<file path="config.mk">
export PLATFORM = sky130hd
export DESIGN_NAME = apl_pod_link
export DESIGN_NICKNAME = d
export VERILOG_FILES = /design/src/apl_pkg.sv /design/src/apl_char_if.sv /design/src/apl_uart.sv /design/src/apl_pod_link.sv
export SDC_FILE = /design/constraint.sdc
export NUM_CORES = 2
export LEC_CHECK = 0
export ABC_AREA = 1
export BUFFER_PORTS_ARGS = -buffer_cell sky130_fd_sc_hd__buf_2
export CAP_MARGIN = 20
export CORE_MARGIN = 2
export CORE_UTILIZATION = 40
export DETAILED_ROUTE_END_ITERATION = 10
export HOLD_SLACK_MARGIN = 0.12
export PLACE_DENSITY_LB_ADDON = 0.2
export SYNTH_ARGS = -nofsm -noshare
export SYNTH_HDL_FRONTEND = slang
export SYNTH_SLANG_ARGS = --single-unit
</file>
<file path="constraint.sdc">
create_clock -name i_clk -period 10.6 [get_ports i_clk]
set_clock_uncertainty 0.2 [all_clocks]
set_input_delay 2.12 -clock i_clk [delete_from_list [all_inputs] [get_ports i_clk]]
set_output_delay 2.12 -clock i_clk [all_outputs]
set_load 0.01 [all_outputs]
</file>
<file path="src/apl_pkg.sv">
// Package for the pod link framing block: constants, types and the notes on behaviour.
// Assumes one 100 MHz clock, a synchronous active-high reset and a host that waits for each reply.
// Notes on behaviour
// Serial characters use seven data bits, even parity and one stop bit.
// All numbers in commands and replies are ASCII hexadecimal digits.
// The pod talks at 9600 baud out of reset.
// Pod address 00 means non-addressed mode; any other value means addressed mode.
// Host sends select: exclamation mark, two hex digits 01 to FF, terminator.
// Every command ends with carriage return, code 13; receiver treats it as end.
// Matching select replies two address digits, Y or N, then carriage return.
// Selected pod executes commands until next select; unselected pods ignore traffic.
// Non-addressed pod executes commands without any select.
// Characters are matched case-sensitively.
// A whole message stays shorter than 255 characters.
// Host waits for each reply before sending the next command.
// Characters are buffered to the terminator; overlong unterminated messages are dropped.
package apl_pkg;
	// ---------------------------------------------------------------
	// Timing
	// ---------------------------------------------------------------
	localparam int CLK_HZ       = 100_000_000;
	localparam int BAUD_RATE    = 9600;
	localparam int BIT_CYC      = CLK_HZ / BAUD_RATE;
	localparam int DATA_BITS    = 7;
	localparam int STOP_BITS    = 1;
	// ---------------------------------------------------------------
	// Characters and limits
	// ---------------------------------------------------------------
	localparam logic [6:0] CH_CR   = 7'h0D;
	localparam logic [6:0] CH_SEL  = 7'h21;
	localparam logic [6:0] CH_Y    = 7'h59;
	localparam logic [6:0] CH_N    = 7'h4E;
	localparam int         MSG_MAX = 255;
	localparam logic [7:0] ADDR_NONE = 8'h00;
	localparam int         IDX_W   = 8;
	// Receive character strobe group shared with the serial front end.
	typedef struct packed {
		logic       valid;
		logic [6:0] data;
		logic       perr;
	} apl_char_s;
endpackage : apl_pkg

</file>
<file path="src/apl_char_if.sv">
// Interface carrying received and transmitted characters between the front end and the parser.
// Assumes both ends run on the same clock.
`timescale 1ns/1ps
interface apl_char_if;
	import apl_pkg::*;
	apl_char_s  rx;      // Received character strobe.
	logic       tx_go;   // Transmit request pulse.
	logic [6:0] tx_data; // Character to send.
	logic       tx_busy; // Transmitter busy.
	modport ser (output rx, input tx_go, input tx_data, output tx_busy);
	modport prs (input rx, output tx_go, output tx_data, input tx_busy);
endinterface : apl_char_if

</file>
<file path="src/apl_uart.sv">
// Serial front end: 7E1 receiver and transmitter at the fixed rate.
// Assumes the line input is already synchronous to the clock.
`timescale 1ns/1ps
module apl_uart
	import apl_pkg::*;
(
	input  wire logic i_clk,     // System clock.
	input  wire logic i_sys_rst, // Synchronous reset.
	input  wire logic i_rxd,     // Serial line in.
	output logic      o_txd,     // Serial line out.
	apl_char_if.ser   ch         // Character port.
);
	typedef enum logic [1:0] {S_IDLE, S_RUN} apl_st_e;
	typedef struct packed {
		apl_st_e     rst;
		logic [15:0] rcnt;
		logic [3:0]  rbit;
		logic [7:0]  rsh;
		apl_char_s   rx;
		apl_st_e     tst;
		logic [15:0] tcnt;
		logic [3:0]  tbit;
		logic [9:0]  tsh;
		logic        txd;
	} apl_uart_s;
	apl_uart_s s_r, s_nxt;
	// ---------------------------------------------------------------
	// Receive and transmit sequencing
	// ---------------------------------------------------------------
	// Bits are sampled mid-cell; the frame is start, 7 data, parity, stop.
	always_comb begin
		s_nxt = s_r;
		s_nxt.rx.valid = 1'b0;
		case (s_r.rst)
			S_IDLE: if (!i_rxd) begin
				s_nxt.rst  = S_RUN;
				s_nxt.rcnt = 16'(BIT_CYC / 2);
				s_nxt.rbit = 4'h0;
			end
			S_RUN: if (s_r.rcnt == 16'h0000) begin
				s_nxt.rcnt = 16'(BIT_CYC - 1);
				s_nxt.rbit = s_r.rbit + 4'h1;
				if (s_r.rbit == 4'h0 && i_rxd) s_nxt.rst = S_IDLE; // False start.
				else if (s_r.rbit == 4'(DATA_BITS + 2)) begin
					s_nxt.rst = S_IDLE;
					s_nxt.rx.valid = 1'b1;
					s_nxt.rx.data = s_r.rsh[6:0];
					s_nxt.rx.perr = (^s_r.rsh) | ~i_rxd; // Even parity and stop check.
				end else if (s_r.rbit != 4'h0) s_nxt.rsh = {i_rxd, s_r.rsh[7:1]};
			end else s_nxt.rcnt = s_r.rcnt - 16'h0001;
			default: s_nxt.rst = S_IDLE;
		endcase
		case (s_r.tst)
			S_IDLE: begin
				s_nxt.txd = 1'b1;
				if (ch.tx_go) begin
					s_nxt.tst  = S_RUN;
					s_nxt.tsh  = {1'b1, ^ch.tx_data, ch.tx_data, 1'b0};
					s_nxt.tcnt = 16'h0000;
					s_nxt.tbit = 4'h0;
				end
			end
			S_RUN: if (s_r.tcnt == 16'h0000) begin
				if (s_r.tbit == 4'(DATA_BITS + 2 + STOP_BITS)) s_nxt.tst = S_IDLE;
				else begin
					s_nxt.txd  = s_r.tsh[0];
					s_nxt.tsh  = {1'b1, s_r.tsh[9:1]};
					s_nxt.tbit = s_r.tbit + 4'h1;
					s_nxt.tcnt = 16'(BIT_CYC - 1);
				end
			end else s_nxt.tcnt = s_r.tcnt - 16'h0001;
			default: s_nxt.tst = S_IDLE;
		endcase
	end
	// State register.
	always_ff @(posedge i_clk) begin
		if (i_sys_rst) begin
			s_r     <= '0;
			s_r.txd <= 1'b1;
		end else s_r <= s_nxt;
	end
	assign o_txd      = s_r.txd;
	assign ch.rx      = s_r.rx;
	// Busy comes from state only; folding tx_go in would close a loop through the parser's request logic.
	assign ch.tx_busy = (s_r.tst != S_IDLE);
endmodule : apl_uart

</file>
<file path="src/apl_pod_link.sv">
// Pod link framing top: buffers commands, handles pod select and addressed mode.
// Assumes the host waits for each reply before the next command.
`timescale 1ns/1ps
module apl_pod_link
	import apl_pkg::*;
(
	input  wire logic       i_clk,        // System clock.
	input  wire logic       i_sys_rst,    // Synchronous reset.
	input  wire logic       i_rxd,        // Serial line in.
	output logic            o_txd,        // Serial line out.
	input  wire logic [7:0] i_pod_addr,   // Stored pod address.
	input  wire logic       i_cos_event,  // Enabled input changed state.
	output logic            o_cmd_valid,  // Command ready pulse.
	output logic [6:0]      o_cmd_char,   // Buffered character at i_cmd_idx.
	output logic [7:0]      o_cmd_len,    // Command length without terminator.
	input  wire logic [7:0] i_cmd_idx,    // Read index into command buffer.
	input  wire logic       i_cmd_done,   // Consumer finished the command.
	output logic            o_selected,   // Pod is executing commands.
	output logic            o_addressed   // Addressed mode active.
);
	typedef enum logic [2:0] {P_RX, P_DEC, P_REPLY, P_WAIT, P_EXEC} apl_ps_e;
	typedef struct packed {
		apl_ps_e     st;
		logic [7:0]  len;
		logic        drop;
		logic        sel;
		logic        cos;
		logic [1:0]  rix;
		logic [7:0]  cmd_len;
		logic        cmd_v;
		logic [6:0]  cmd_ch;
	} apl_link_s;
	apl_link_s   s_r, s_nxt;
	logic [6:0]  buf_r [MSG_MAX];
	logic [7:0]  sel_addr;
	logic        hex_ok;
	logic        is_sel;
	logic [6:0]  rep_ch;
	apl_char_if  ch ();
	// ---------------------------------------------------------------
	// Serial front end
	// ---------------------------------------------------------------
	apl_uart u_uart (
		.i_clk     (i_clk),
		.i_sys_rst (i_sys_rst),
		.i_rxd     (i_rxd),
		.o_txd     (o_txd),
		.ch        (ch.ser)
	);
	// Hex digit decode, upper case only since matching is case-sensitive.
	function automatic logic [4:0] hex_val(input logic [6:0] c);
		if (c >= 7'h30 && c <= 7'h39) hex_val = {1'b1, 4'(c - 7'h30)};
		else if (c >= 7'h41 && c <= 7'h46) hex_val = {1'b1, 4'(c - 7'h37)};
		else hex_val = 5'h00;
	endfunction : hex_val
	function automatic logic [6:0] hex_chr(input logic [3:0] v);
		hex_chr = (v < 4'hA) ? 7'(7'h30 + v) : 7'(7'h37 + v);
	endfunction : hex_chr
	// ---------------------------------------------------------------
	// Select decode
	// ---------------------------------------------------------------
	// A select is exactly three characters before the terminator.
	always_comb begin
		logic [4:0] hi;
		logic [4:0] lo;
		hi       = hex_val(buf_r[1]);
		lo       = hex_val(buf_r[2]);
		sel_addr = {hi[3:0], lo[3:0]};
		hex_ok   = hi[4] & lo[4];
		is_sel   = (s_r.len == 8'h03) && (buf_r[0] == CH_SEL);
		case (s_r.rix)
			2'h0:    rep_ch = buf_r[1];
			2'h1:    rep_ch = buf_r[2];
			2'h2:    rep_ch = s_r.cos ? CH_Y : CH_N;
			default: rep_ch = CH_CR;
		endcase
	end
	// ---------------------------------------------------------------
	// Framing state machine
	// ---------------------------------------------------------------
	// A set from a new input change wins over the clear done by a select reply.
	always_comb begin
		s_nxt = s_r;
		s_nxt.cmd_v = 1'b0;
		s_nxt.cmd_ch = buf_r[i_cmd_idx < 8'(MSG_MAX) ? i_cmd_idx : 8'h00];
		ch.tx_go = 1'b0;
		ch.tx_data = rep_ch;
		case (s_r.st)
			P_RX: if (ch.rx.valid) begin
				if (ch.rx.data == CH_CR) begin
					if (s_r.drop || ch.rx.perr) s_nxt.len = 8'h00;
					else s_nxt.st = P_DEC;
					s_nxt.drop = 1'b0;
				end else if (s_r.len == 8'(MSG_MAX - 1)) begin
					s_nxt.drop = 1'b1;
					s_nxt.len  = 8'h00;
				end else if (!s_r.drop) s_nxt.len = s_r.len + 8'h01;
			end
			P_DEC: begin
				s_nxt.len = 8'h00;
				s_nxt.st  = P_RX;
				if (is_sel && i_pod_addr != ADDR_NONE) begin
					s_nxt.sel = hex_ok && sel_addr == i_pod_addr;
					if (hex_ok && sel_addr == i_pod_addr) begin
						s_nxt.st  = P_REPLY;
						s_nxt.rix = 2'h0;
						s_nxt.len = s_r.len;
					end
				end else if (i_pod_addr == ADDR_NONE || s_r.sel) begin
					s_nxt.st      = P_EXEC;
					s_nxt.cmd_v   = 1'b1;
					s_nxt.cmd_len = s_r.len;
					s_nxt.len     = s_r.len;
				end
			end
			P_REPLY: if (!ch.tx_busy) begin
				ch.tx_go = 1'b1;
				s_nxt.st = P_WAIT;
			end
			P_WAIT: if (!ch.tx_busy) begin
				s_nxt.rix = s_r.rix + 2'h1;
				if (s_r.rix == 2'h2) s_nxt.cos = 1'b0;
				if (s_r.rix == 2'h3) begin
					s_nxt.st  = P_RX;
					s_nxt.len = 8'h00;
				end else s_nxt.st = P_REPLY;
			end
			P_EXEC: if (i_cmd_done) begin
				s_nxt.st  = P_RX;
				s_nxt.len = 8'h00;
			end
			default: s_nxt.st = P_RX;
		endcase
		if (i_cos_event) s_nxt.cos = 1'b1;
	end
	// State register and character buffer.
	always_ff @(posedge i_clk) begin
		if (i_sys_rst) s_r <= '0;
		else begin
			s_r <= s_nxt;
			if (s_r.st == P_RX && ch.rx.valid && ch.rx.data != CH_CR && s_r.len < 8'(MSG_MAX - 1))
				buf_r[s_r.len] <= ch.rx.data;
		end
	end
	assign o_cmd_valid = s_r.cmd_v;
	assign o_cmd_char  = s_r.cmd_ch;
	assign o_cmd_len   = s_r.cmd_len;
	assign o_selected  = s_r.sel || i_pod_addr == ADDR_NONE;
	assign o_addressed = i_pod_addr != ADDR_NONE;
endmodule : apl_pod_link

</file>
==> impl_metrics.ini <==
[status]
status = finished, final reports clean

[sta]
setup_viol = 0
hold_violations = 0
max_freq_mhz = 148
rsz0062_at_grt = false
setup_ws_ns = 3.86
post-route-min-period_ns = 6.74
maxSlewViolCount = 0
timing.final.crit_share = 0.636
setup-tns-final_ns = 0
max_slew.worst_pin.slew_ns = 1.32
slew-limit-headroom = 0.121

[grt]
antenna_found_initial = 10
grt_usage = 0.227
grt_max_degree = 204
grt_pass1_vias = 55800
overflow = 0
grt_pass1_wl_um = 370000

[power_and_ir_drop]
swShare = 0.229
comb_power_share = 0.053
p_clk_frac = 0.437
cellPowerDensity_mw_per_mm2 = 170
p_seq_frac = 0.510
leakagePower_nw = 36.8
ir_worst_vdd_mv = 0.183
power.internal_w = 0.0122
switching_power_w = 0.00364

[route]
top_layer = met5
dr.pass1.iters = 6
wl_per_cell_um = 23.4
drt_iter0_markers = 6456
routed_wl_um = 249000
m1WireLength_um = 109000
wl_met2_um = 115000
drc = 0
wl_met3_um = 17500
final_antenna_net_count = 0
viasPerCell = 5.45
vias = 58100

[placed_design]
place_ws_ns = 3.11
gp_congestion = 0.840
dpl.hpwl_um = 138000
port_buffers = 39

[layout]
drive_above_1_share = 0.0609
area_growth_pct = 10.4
fillers = 19700
nets = 7720

[flow_run]
maxCapViolCount = 0

[clock_tree]
cts_setup_buffers = 0
ctsRootBufferMaster = clkbuf_16
cts_buffers = 200
cts_hold_buf = 0
htreeDepth = 4
insertion_delay_ns = 0.84
cts_resized = 0
cts_buffer_depth = 3
cts_sinks = 1894
clkTransAtPathRegs_ns = 0.06
cts_tree = built

[die]
die_h_um = 464
core_region_area_mm2 = 0.210
die_x_um = 464
die-area_mm2 = 0.215
rows = 168
io_pins = 40
start_util = 0.403

[worst_setup_path]
ff2ff_path_depth = 6
path_max_fanout = 137
critPathLaunch = i_cmd_idx[0]
startpoint_type = input pin
rr_startpoint = u_uart.ch.rx[6]
crit_end = o_cmd_char[4]
path_class = in -> reg
required_ns = 11.17
endpoint_kind = flip-flop
crit_arrival_ns = 7.31
rr_endpoint = buf_r[83][6]
r2r_setup_slack_ns = 5.79

[yosys]
synthTopCellsByArea = edfxtp_1, nand3_1, nand3b_1
ys_types = 45
async_flop_share = 0
ys.warnings.count = 0
synth_top_area_frac = 0.637
syn_avg_cell_area_um2 = 10.7
seq_area_frac_synth = 0.661
synth_area_mm2 = 0.0845
synth_area_leader_cell = edfxtp_1
synthCells = 7895
synth_nets = 7939
synth-edff-count = 1792
yosysMostFrequentCell = nand3_1
synth_commonest_cells = nand3_1, edfxtp_1, nand2_1, inv_1, nand3b_1
synth_flop_cell = edfxtp_1
synth-seq-cells = 1894

[min_path]
worstHoldPathCells = 2
hp-class = reg -> reg
==> kinds of logic after synthesis <==
family | Yosys count | synth area share
AO/OA/AOI/OAI | 298 | 0.0211
XOR/XNOR | 27 | 0.00280
adder cells (fa/ha/maj) | 23 | 0.00341
buffers and inverters | 1524 | 0.0722
flip-flops | 1894 | 0.661
AND/OR/NAND/NOR | 4129 | 0.239
==> state kept, by name (all words and copies together) (netlist names) <==
name / cells
s_r: 16
u_uart.o_txd: 1
o_cmd_len: 8
o_cmd_valid: 1
buf_r: 1792
o_cmd_char: 7
u_uart.ch.rx: 9
u_uart.s_r: 60
==> worst max-delay path, cell delays in order <==
cell and delay (ns):
buf_8 0.24, nand2_1 0.13, nor2_1 0.10, nand2_8 0.63
nand2_8 0.60, inv_8 0.84, buf_4 0.82, nand3_1 0.15
nand3_1 0.12, nand3_1 0.16, nand3_1 0.21, nand3_1 0.22
nand3_1 0.24, nand3_1 0.14, a21oi_1 0.15
==> per-stage QoR <==
stage | cell area, um2 | utilization | power [W] | cells | hold slack (ns)
6_report | 93200 | 0.444 | 0.0159 | 10600 | 0.261
5_1_grt | 93200 | 0.444 | 0.0163 | 10600 | 0.281
4_1_cts | 93200 | 0.444 | 0.0160 | 10600 | 0.267
3_5_place_dp | 86800 | 0.414 | 0.00908 | 10300 | 0.258
3_3_place_gp | 86700 | 0.413 | 0.00908 | 10300 | 0.247
2_1_floorplan | 84500 | - | 0.00881 | 7895 | 0.236
==> power by group through the flow <==
stage               registers [W]  logic, W  clock network, W
floorplan                 0.00823  0.000580                 0
global placement          0.00824  0.000838                 0
detailed placement        0.00824  0.000837                 0
CTS                       0.00808  0.000840           0.00704
global route              0.00808  0.000923           0.00731
finish                    0.00808  0.000844           0.00694
==> layout by cell type, fill, tap and decap left out, types with 55 or more instances in the layout <==
cell       count
a21oi_1       71
buf_4         63
clkbuf_16    205
clkinv_1      55
dfxtp_1       95
edfxtp_1    1792
inv_1        965
nand2_1     1092
nand3_1     1818
nand3b_1     582
nor2_1       522
o211ai_1      61
o21ai_0      110
==> how the worst min path moves through the flow <==
stage / startpoint / endpoint / slack, ns
after floorplan: u_uart.s_r[10] / u_uart.s_r[10] / 0.24
after global placement: u_uart.s_r[10] / u_uart.s_r[10] / 0.25
after detailed placement: u_uart.s_r[1] / u_uart.s_r[1] / 0.26
after CTS: u_uart.s_r[1] / u_uart.s_r[1] / 0.27
after global routing: u_uart.s_r[4] / u_uart.s_r[4] / 0.28
final: u_uart.s_r[10] / u_uart.s_r[10] / 0.26
==> final cells by class <==
cell class	instances	area [um2]	share of cell area
multi-input cells	4477	22600	0.243
repair buffers	124	1100	0.0118
clock inverters	111	1050	0.0113
inverters	979	3690	0.0396
well taps	2805	3510	0.0376
clock buffers	253	5370	0.0576
diodes	4	10.0	0.000107
flip-flops and latches	1894	55900	0.599
==> routing by layer <==
layer  track usage  up-vias
li1              -    26800
met1         0.321    28800
met2         0.357     2110
met3        0.0347      390
met4        0.0771        2
met5             0        -
Power figures use the tool's default switching activity.
